$ cat src/rtl/gesc_pkg.sv
// package: register map, field layout and carrier types of the pin control block
package gesc_pkg;
    // register indices, byte address is four times the index
    localparam logic [5:0]  PIN_CFG_IDX  = 6'h06;
    localparam logic [5:0]  STATUS_IDX   = 6'h08;
    localparam logic [5:0]  MASK_IDX     = 6'h09;
    localparam logic [5:0]  CTRL_IDX     = 6'h0a;
    localparam int          ADDR_W       = 8;
    localparam logic [7:0]  PIN_CFG_ADDR = {PIN_CFG_IDX, 2'h0};
    localparam logic [7:0]  STATUS_ADDR  = {STATUS_IDX, 2'h0};
    localparam logic [7:0]  MASK_ADDR    = {MASK_IDX, 2'h0};
    localparam logic [7:0]  CTRL_ADDR    = {CTRL_IDX, 2'h0};
    // pin configuration fields
    localparam logic [15:0] PIN_CFG_RST  = 16'h0800;
    localparam logic [15:0] PIN_CFG_WMSK = 16'h3fc0;
    localparam int          OUT_EN_BIT   = 13;
    localparam int          OPEN_WIRE_ENABLE_BIT    = 12;
    localparam int          HOLD_EN_BIT  = 11;
    localparam int          ERR_MODE_HI  = 10;
    localparam int          ERR_MODE_LO  = 9;
    localparam int          PIN_DATA_BIT = 8;
    localparam int          LVL1_BIT     = 7;
    localparam int          LVL0_BIT     = 6;
    // error pin modes
    localparam logic [1:0]  ERR_OFF      = 2'h0;
    localparam logic [1:0]  ERR_IN       = 2'h1;
    localparam logic [1:0]  ERR_OD       = 2'h2;
    localparam logic [1:0]  ERR_GPO      = 2'h3;
    // event bits of status and mask, control bit
    localparam int          EVT_W        = 3;
    localparam int          EVT_ERR      = 0;
    localparam int          EVT_HOLD     = 1;
    localparam int          EVT_RESUME   = 2;
    localparam int          ALT_BIT      = 0;

    typedef enum logic [0:0] {GESC_RUN, GESC_BLOCKED} gesc_hold_t;

    typedef struct packed {
        logic              psel;
        logic              penable;
        logic              pwrite;
        logic [ADDR_W-1:0] paddr;
        logic [31:0]       pwdata;
    } gesc_apb_req_t;

    typedef struct packed {
        logic [31:0] prdata;
        logic        pready;
        logic        pslverr;
    } gesc_apb_rsp_t;

    typedef struct packed {
        logic o;   // level driven
        logic oe;  // high while driven
    } gesc_pin_t;
endpackage : gesc_pkg

$ cat src/rtl/gesc_top.sv
// pin configuration register with output, hold and error pin logic behind an apb slave
//
// Overview of operation
// the pin configuration register sits at index 0x06 and resets to 0x0800, only hold enable set.
// bit 13 enables both general outputs together and both are disabled when it is 0.
// bit 7 sets the second output level and bit 6 the first, 1 high and 0 low.
// bit 12 enables open wire detection on the voltage channels and is clear after reset.
// with bit 11 set a low hold input keeps converter and filter in reset until it goes high.
// in alternative hold mode with several channels a low hold blocks the next conversion at the switch.
// in alternative hold mode the blocked conversion starts when the hold input goes high.
// bits 10:9 pick the error pin mode and 00, the reset value, leaves the pin disabled.
// in mode 01 the pin is an active low input whose inverse is ORed into the converter error flag.
// with the pin as input, reading the error data bit returns the sampled pin level.
// in mode 10 the pin is an active low open drain output, the inverted OR of the error bits.
// in mode 11 the pin is a plain pushed output whose level comes only from the data bit.
// bit 8 sets the level driven in plain output mode, 1 high and 0 low.
// the open drain error pins of several devices may share one pull-up as a common line.
// reserved bits 15:14 and 5:0 read as zero and ignore writes.
`timescale 1ns/1ps
module gesc_top (
    input  wire logic                   clk_i,            // 25 mhz clock
    input  wire logic                   reset_i,          // synchronous reset, high
    input  wire gesc_pkg::gesc_apb_req_t apb_i,           // apb request
    output gesc_pkg::gesc_apb_rsp_t     apb_o,            // apb answer
    input  wire logic                   hold_i,           // hold input, low holds
    input  wire logic                   multi_channel_i,  // more than one channel enabled
    input  wire logic                   channel_switch_i, // sequencer due to switch channel
    input  wire logic                   int_error_i,      // OR of internal error bits
    input  wire logic                   err_pin_i,        // error pin level
    output gesc_pkg::gesc_pin_t         err_pin_o,        // error pin drive
    output logic                        out_lvl0_o,       // first general output
    output logic                        out_lvl1_o,       // second general output
    output logic                        gpo_oe_o,         // general outputs enabled
    output logic                        open_wire_en_o,   // open wire detection on
    output logic                        conv_reset_o,     // converter and filter in reset
    output logic                        conv_block_o,     // next conversion held back
    output logic                        conv_start_o,     // pulse, start pending conversion
    output logic                        adc_error_o,      // converter error flag
    output logic                        irq_o             // interrupt, level high
);
    typedef struct packed {
        logic [15:0]             cfg;
        logic [gesc_pkg::EVT_W-1:0] status;
        logic [gesc_pkg::EVT_W-1:0] mask;
        logic                    alt_mode;
        gesc_pkg::gesc_apb_rsp_t rsp;
        gesc_pkg::gesc_hold_t    hold;
        logic                    conv_reset;
        logic                    conv_block;
        logic                    conv_start;
        logic                    adc_err;
        gesc_pkg::gesc_pin_t     err_pin;
        logic                    out_lvl0;
        logic                    out_lvl1;
        logic                    gpo_oe;
        logic                    open_wire_enable;
        logic                    irq;
    } gesc_state_t;

    gesc_state_t st_ff;
    gesc_state_t nxt_st;
    logic        setup;
    logic        done;
    logic        hit;
    logic [1:0]  mode;
    logic        hold_en;
    logic        alt_act;
    logic [15:0] cfg_rd;
    logic [gesc_pkg::EVT_W-1:0] evt;

    // decode of the bus phases and the live mode bits
    always_comb begin
        setup   = apb_i.psel && !apb_i.penable;
        done    = apb_i.psel && apb_i.penable && st_ff.rsp.pready;
        hit     = apb_i.paddr == gesc_pkg::PIN_CFG_ADDR || apb_i.paddr == gesc_pkg::STATUS_ADDR
               || apb_i.paddr == gesc_pkg::MASK_ADDR || apb_i.paddr == gesc_pkg::CTRL_ADDR;
        mode    = st_ff.cfg[gesc_pkg::ERR_MODE_HI:gesc_pkg::ERR_MODE_LO];
        hold_en = st_ff.cfg[gesc_pkg::HOLD_EN_BIT];
        alt_act = st_ff.alt_mode && multi_channel_i;
        // reserved bits masked, data bit shows the pin in input mode
        cfg_rd  = st_ff.cfg & gesc_pkg::PIN_CFG_WMSK;
        if (mode == gesc_pkg::ERR_IN) begin
            cfg_rd[gesc_pkg::PIN_DATA_BIT] = err_pin_i;
        end
    end

    // next state: bus slave, registers, hold sequencing, pins
    always_comb begin
        nxt_st = st_ff;
        evt    = '0;
        // answer one cycle after setup, data fixed for the access phase
        nxt_st.rsp.pready = setup;
        if (setup) begin
            nxt_st.rsp.prdata  = '0;
            nxt_st.rsp.pslverr = !hit;
            if (!apb_i.pwrite) begin
                case (apb_i.paddr)
                    gesc_pkg::PIN_CFG_ADDR: nxt_st.rsp.prdata[15:0] = cfg_rd;
                    gesc_pkg::STATUS_ADDR:  nxt_st.rsp.prdata[gesc_pkg::EVT_W-1:0] = st_ff.status;
                    gesc_pkg::MASK_ADDR:    nxt_st.rsp.prdata[gesc_pkg::EVT_W-1:0] = st_ff.mask;
                    gesc_pkg::CTRL_ADDR:    nxt_st.rsp.prdata[gesc_pkg::ALT_BIT] = st_ff.alt_mode;
                    default:                nxt_st.rsp.prdata = '0;
                endcase
            end
        end
        // writes take effect on the completing edge only
        if (done && apb_i.pwrite) begin
            case (apb_i.paddr)
                gesc_pkg::PIN_CFG_ADDR: nxt_st.cfg = apb_i.pwdata[15:0] & gesc_pkg::PIN_CFG_WMSK;
                gesc_pkg::MASK_ADDR:    nxt_st.mask = apb_i.pwdata[gesc_pkg::EVT_W-1:0];
                gesc_pkg::CTRL_ADDR:    nxt_st.alt_mode = apb_i.pwdata[gesc_pkg::ALT_BIT];
                default:                nxt_st.mask = st_ff.mask;
            endcase
        end
        // read clears only the bits that were reported
        if (done && !apb_i.pwrite && apb_i.paddr == gesc_pkg::STATUS_ADDR) begin
            nxt_st.status = st_ff.status & ~st_ff.rsp.prdata[gesc_pkg::EVT_W-1:0];
        end

        // plain hold: low input keeps converter and filter in reset
        nxt_st.conv_reset = hold_en && !alt_act && !hold_i;
        nxt_st.conv_start = 1'b0;
        case (st_ff.hold)
            gesc_pkg::GESC_RUN: begin
                if (hold_en && alt_act && channel_switch_i && !hold_i) begin
                    nxt_st.hold = gesc_pkg::GESC_BLOCKED;
                end
            end
            gesc_pkg::GESC_BLOCKED: begin
                // release starts the pending conversion
                if (hold_i || !hold_en || !alt_act) begin
                    nxt_st.hold       = gesc_pkg::GESC_RUN;
                    nxt_st.conv_start = 1'b1;
                end
            end
            default: nxt_st.hold = gesc_pkg::GESC_RUN;
        endcase
        nxt_st.conv_block = nxt_st.hold == gesc_pkg::GESC_BLOCKED;

        // error flag takes the inverted pin only in input mode
        nxt_st.adc_err = int_error_i || (mode == gesc_pkg::ERR_IN && !err_pin_i);
        case (mode)
            gesc_pkg::ERR_IN:  nxt_st.err_pin = '{o: 1'b0, oe: 1'b0};
            // open drain: pull low while an error bit is set, else release
            gesc_pkg::ERR_OD:  nxt_st.err_pin = '{o: 1'b0, oe: int_error_i};
            gesc_pkg::ERR_GPO: nxt_st.err_pin =
                '{o: st_ff.cfg[gesc_pkg::PIN_DATA_BIT], oe: 1'b1};
            default:           nxt_st.err_pin = '{o: 1'b0, oe: 1'b0};
        endcase

        // general outputs and open wire follow the register at once
        nxt_st.gpo_oe   = nxt_st.cfg[gesc_pkg::OUT_EN_BIT];
        nxt_st.out_lvl1 = nxt_st.gpo_oe && nxt_st.cfg[gesc_pkg::LVL1_BIT];
        nxt_st.out_lvl0 = nxt_st.gpo_oe && nxt_st.cfg[gesc_pkg::LVL0_BIT];
        nxt_st.open_wire_enable    = nxt_st.cfg[gesc_pkg::OPEN_WIRE_ENABLE_BIT];

        // sticky events, a set wins over a read clear
        evt[gesc_pkg::EVT_ERR]    = nxt_st.adc_err && !st_ff.adc_err;
        evt[gesc_pkg::EVT_HOLD]   = (nxt_st.conv_reset && !st_ff.conv_reset)
                                 || (nxt_st.conv_block && !st_ff.conv_block);
        evt[gesc_pkg::EVT_RESUME] = nxt_st.conv_start;
        nxt_st.status = nxt_st.status | evt;
        nxt_st.irq    = |(nxt_st.status & nxt_st.mask);

        if (reset_i) begin
            nxt_st     = '0;
            nxt_st.cfg = gesc_pkg::PIN_CFG_RST;
        end
    end

    // state register
    always_ff @(posedge clk_i) begin
        st_ff <= nxt_st;
    end

    // outputs straight from the state flops
    assign apb_o          = st_ff.rsp;
    assign err_pin_o      = st_ff.err_pin;
    assign out_lvl0_o     = st_ff.out_lvl0;
    assign out_lvl1_o     = st_ff.out_lvl1;
    assign gpo_oe_o       = st_ff.gpo_oe;
    assign open_wire_en_o = st_ff.open_wire_enable;
    assign conv_reset_o   = st_ff.conv_reset;
    assign conv_block_o   = st_ff.conv_block;
    assign conv_start_o   = st_ff.conv_start;
    assign adc_error_o    = st_ff.adc_err;
    assign irq_o          = st_ff.irq;
endmodule : gesc_top

$ cat config.mk
export PLATFORM = sky130hd
export DESIGN_NAME = gesc_top
export DESIGN_NICKNAME = d
export VERILOG_FILES = /design/src/rtl/gesc_pkg.sv /design/src/rtl/gesc_top.sv
export SDC_FILE = /design/constraint.sdc
export NUM_CORES = 1
export LEC_CHECK = 0
export BUFFER_PORTS_ARGS = -buffer_cell sky130_fd_sc_hd__clkbuf_2
export CAP_MARGIN = 15
export CORE_AREA = 2 2 67 69
export CTS_BUF_LIST = sky130_fd_sc_hd__clkbuf_4 sky130_fd_sc_hd__clkbuf_8
export DETAILED_ROUTE_END_ITERATION = 16
export DIE_AREA = 0 0 69 71
export PLACE_DENSITY = 0.87
export SYNTH_ARGS = -nofsm -noshare
export SYNTH_HDL_FRONTEND = slang
export SYNTH_SLANG_ARGS = --single-unit
$ cat constraint.sdc
create_clock -name clk_i -period 3.25 [get_ports clk_i]
set_input_delay 0.325 -clock clk_i [delete_from_list [all_inputs] [get_ports clk_i]]
set_output_delay 0.325 -clock clk_i [all_outputs]
set_load 0.005 [all_outputs]
==> Word-level counts from Yosys, hierarchy flattened <==
Cells that the tools add are included.
{ "totals": {"out_inout_bits": 45, "word_cells": 86, "reg_bits": 60} }
{ "op_classes": {"reduce_logical": 38, "eq_ne": 7, "mux": 17, "bitwise_logic": 5} }
{ "op_table": {"columns": ["op", "count"], "rows": [
  ["two-way mux 14 bit", 3],
  ["== test 8 x 6 -> 1 bit (second input constant)", 3],
  ["logical AND 1 bit", 18],
  ["two-way mux 11 bit", 1],
  ["zero test 1 bit", 10],
  ["== test 8 x 5 -> 1 bit (second input constant)", 1],
  ["case mux 2 bit (2 select lines)", 2],
  ["logical OR 1 bit", 7],
  ["AND 3 bit", 2],
  ["two-way mux 1 bit", 6],
  ["two-way mux 3 bit", 2],
  ["== test 2 bit (second input constant)", 2],
  ["two-way mux 4 bit", 1],
  ["AND reduction 2 bit", 2],
  ["NOT 3 bit", 1],
  ["OR 3 bit", 1],
  ["case mux 1 bit (3 select lines)", 1],
  ["OR reduction 3 bit", 1],
  ["== test 2 x 1 -> 1 bit (second input constant)", 1],
  ["case mux 1 bit (2 select lines)", 1],
  ["NOT 1 bit", 1]
]} }

==> Logic depth before layout (Yosys ltp) <==
{ "depth": {"ltp_word": 11, "ltp_mapped": 7, "depth_no_buf": 5} }

==> Worst setup path after synthesis <==
Ideal clock, no wire load.
{ "synth_timing": {"kind": "input to register", "startpoint": "input apb_i[33] (netlist bit)", "endpoint": "register st_ff (netlist bit irq_o)", "t_required_ns": 3.130, "setup_ns": 0.120, "cell_stages": 6, "setup_slack_ns": 1.560, "arrival_time_ns": 1.571, "n_path_buf": 1, "cell_sequence": "nor4_4 > and4b_1 > buf_4 > mux2i_1 > a21oi_1 > a211o_1"} }
{ "synth_between": {"elab_chain_len": 6} }
{ "synth_lines": {"columns": ["item", "line", "rtl"], "rows": [
  ["start: declaration", "gesc_top.sv:23", "input wire gesc_pkg::gesc_apb_req_t apb_i,"],
  ["== test 8 x 6 -> 1 bit", "gesc_top.sv:116", "if (done && !apb_i.pwrite && apb_i.paddr == gesc_pkg::STATUS_ADDR) begin"],
  ["logical AND 1 bit", "gesc_top.sv:116", null],
  ["two-way mux 3 bit", "gesc_top.sv:116", null],
  ["OR 3 bit", "gesc_top.sv:162", "nxt_st.status = nxt_st.status | evt;"],
  ["AND 3 bit *", "gesc_top.sv:163", "nxt_st.irq = |(nxt_st.status & nxt_st.mask);"],
  ["OR reduction 3 bit *", "gesc_top.sv:163", null],
  ["end signal: assignment", "gesc_top.sv:173", "st_ff <= nxt_st;"],
  ["end: declaration", "gesc_top.sv:60", "gesc_state_t st_ff;"]
]} }
Mark *: on every way between the ends. The rest lies on a longest branch, timed or not.
A chain may end at the register's enable or synchronous reset.

==> Worst setup path in the final report <==
{ "layout_timing": {"startpoint": "register st_ff (netlist bit apb_o[1])", "endpoint": "register st_ff (netlist bit irq_o)"} }
{ "layout_between": {"elab_chain_len": 7} }
{ "layout_lines": {"columns": ["item", "line", "rtl"], "rows": [
  ["logical AND 1 bit *", "gesc_top.sv:74", "done = apb_i.psel && apb_i.penable && st_ff.rsp.pready;"],
  ["logical AND 1 bit (2 in series)", "gesc_top.sv:116", null],
  ["two-way mux 3 bit", "gesc_top.sv:116", null],
  ["OR 3 bit", "gesc_top.sv:162", null],
  ["AND 3 bit *", "gesc_top.sv:163", null],
  ["OR reduction 3 bit *", "gesc_top.sv:163", null]
]} }
Marks and branches as above.

==> results by group <==
Route
  • Antenna viol nets, final: 0
  • Via count: 1433
  • Initial DRC Count: 89
  • DR WL/cell: 12.3 um
  • Aggregate routed wire length: 3620 um
  • DR vias/cell: 4.87
  • Drt pass-1 iters: 4
  • Residual DRC: 0

Global route
  • Vias in the first global route: 1392
  • GRT overflow: 0
  • Initial antenna violation count: 0
  • GRT Util Overall: 15.2%
  • First-pass GRT wire length: 6040 um
  • Pin count of the biggest net entering global routing: 26

Finish
  • Filler cells: 453
  • Area grow syn2layout: 9.51%
  • # diodes: 0
  • Fraction of layout cells with a size suffix above 1: 27.7%
  • Final net count: 293
  • Layout Cells excl Fill: 294

Worst setup path
  • CP Cell Sequence: nand4_1 > and4b_1 > mux2i_1 > a21oi_1 > a211o_1
  • Worst setup path category: flip-flop to flip-flop
  • Slowest library cell on the worst path: and4b_1
  • Worst Setup End Kind: flip-flop
  • Crit start category: flip-flop
  • Worst Path Required: 3.43 ns
  • Critical Path Source: apb_o[1]
  • Worst R2R Setup Slack: 1.55 ns
  • Max incr delay on CP: 0.45 ns
  • Bufs and invs on worst path: 0
  • Crit path DAT: 1.88 ns
  • Largest fanout on the critical path: 4
  • Delay-heaviest family, CP: simple AND/OR/NAND/NOR gates
  • Reg-to-Reg Start: apb_o[1]

CTS
  • PostCTS Resize Cnt: 0
  • Clock buffer count from CTS: 5
  • Hold_buf cts: 0
  • Post-CTS setup buffers: 0
  • CTS Sinks: 37
  • CTS root buf: clkbuf_8
  • H-tree levels: 2
  • Reg clk slew, reported paths: 0.07 ns
  • Worst-Skew Late Latency: 0.28 ns
  • Max Root-Sink Buffers: 2
  • CTS tree: built

Power
  • VDD IR max: 0.000175 V
  • Leak Pwr: 0.873 nW
  • Power density cells: 412 nW/um^2

Die
  • # IOs: 95
  • Total core area: 4200 sq um
  • Standard-cell row count: 24
  • DIE HEIGHT: 71 um
  • Initial Utilization: 42.9%
  • Die area: 4900 sq um
  • Width of the die: 69 um

STA
  • Final Skew: 0.00302 ns
  • Tcrit/Tclk final: 52.4%
  • Relative slew slack: 47.4%
  • Final setup violating endpoints: 0
  • Fmax: 0.587 GHz
  • Worst-margin pin slew: 0.789 ns
  • Final setup TNS: 0 ns
  • Tmin final: 1.70 ns
  • Max-slew violations: 0
  • Final hold violations: 0
  • RSZ-0062 raised after global routing: false

Synthesis
  • FF+latch count, synth: 37
  • Ys flop type: dfxtp_1
  • Ys Warns: 0
  • Top post-synthesis cells by count: buf_4, dfxtp_1, nand2_1
  • Share of the yosys chip area belonging to registers: 41.1%
  • Area contributors post-synth: dfxtp_1, buf_4, a21oi_1
  • Post-synth EDFFs: 0
  • Area share of the largest cell type after synthesis: 41.1%
  • Netlist cell types: 33
  • Synth Area per Inst: 8.67 sq um
  • Syn Inst Count: 208
  • Mapped Area: 1800 sq um
  • Synth area leader: dfxtp_1
  • Ys async rst share: 0%

Hold path
  • HP Class: input port to flip-flop
  • Worst Hold Launch: multi_channel_i

Job
  • Max-Cap Viols: 0

Placed design
  • Final HPWL DP: 2680 um
  • Placer Congestion: 0.780
  • Placed cells: 288
  • PortBufs: 52

Run status
  • Outcome: complete, no violations
==> worst paths after layout <==
path                            depth (start not counted)           end
worst max register to register                          5         irq_o
worst max-delay path                                    5         irq_o
worst min-delay path                                    2  conv_reset_o
worst min register to register                          2      apb_o[0]
==> placed cells by master (no fill, tap or decap), types with 2 or more instances in the layout <==
master / count
a21oi_1: 19
a22oi_1: 10
and4b_1: 3
clkbuf_2: 52
clkbuf_8: 5
conb_1: 21
dfxtp_1: 37
inv_1: 3
mux2i_1: 7
nand2_1: 22
nand2b_1: 3
nand3_1: 5
nand3b_1: 3
nand4_1: 3
nor2_1: 21
nor2b_1: 4
nor3_1: 3
nor3b_1: 2
nor4_4: 2
o21ai_0: 2
or3_1: 2
==> metal layers <==
layer  wire length (um)  vias up  GRT usage, %  part of all wire [%]
met2               1770       44          26.6                    49
met1               1570      665          17.5                    43
met3                199        5          2.85                   5.5
li1                   -      719             -                     -
met4                 72        0          8.28                   2.0
met5                  0        -             0                     0
==> area by class of cell <==
cell class	instances	area, sq um	share of cell area (%)
repair buffers	53	268	13.6
clock buffers	5	68.8	3.49
flip-flops and latches	37	741	37.5
well taps	52	65.1	3.30
multi-input cells	143	816	41.3
inverters	3	11.3	0.570
clock inverters	1	5.00	0.253
==> cells by family after synthesis <==
kind of cell | after synthesis | synth area share (%)
AND/OR/NAND/NOR | 79 | 24.7
buffers and inverters | 48 | 17.8
flip-flops | 37 | 41.1
AO/OA/AOI/OAI | 35 | 11.7
multiplexers | 8 | 4.51
other | 1 | 0.208
==> flip-flops by register name, summed over array words and instances, names as in the netlist <==
name          flops
adc_error_o       1
apb_o            13
cfg_rd            7
conv_block_o      1
conv_reset_o      1
conv_start_o      1
err_pin_o         2
irq_o             1
out_lvl0_o        1
out_lvl1_o        1
st_ff             8
==> worst register-to-register path, cell delays in order (launching register included) <==
cell	delay (ns)
dfxtp_1	0.35
nand4_1	0.22
and4b_1	0.46
mux2i_1	0.25
a21oi_1	0.06
a211o_1	0.26
==> power breakdown <==
part | internal (mW) | switching, mW
registers | 0.459 | 0.00274
clock network | 0.141 | 0.147
logic | 0.0250 | 0.0400
total | 0.624 | 0.190
==> stage by stage <==
| stage | setup slack, ns | power [mW] | cell area (sq um) | hold slack (ns) | utilization [%] |
|---|---|---|---|---|---|
| 5_1_grt | 1.38 | 0.853 | 1970 | 0.250 | 47.0 |
| 2_1_floorplan | 1.56 | 0.525 | 1880 | 0.417 | - |
| 6_report | 1.55 | 0.814 | 1970 | 0.249 | 47.0 |
| 3_5_place_dp | 1.29 | 0.536 | 1900 | 0.466 | 45.2 |
| 3_3_place_gp | 1.30 | 0.534 | 1900 | 0.440 | 45.2 |
| 4_1_cts | 1.53 | 0.828 | 1970 | 0.241 | 47.0 |
(Power assumes the default switching activity.)
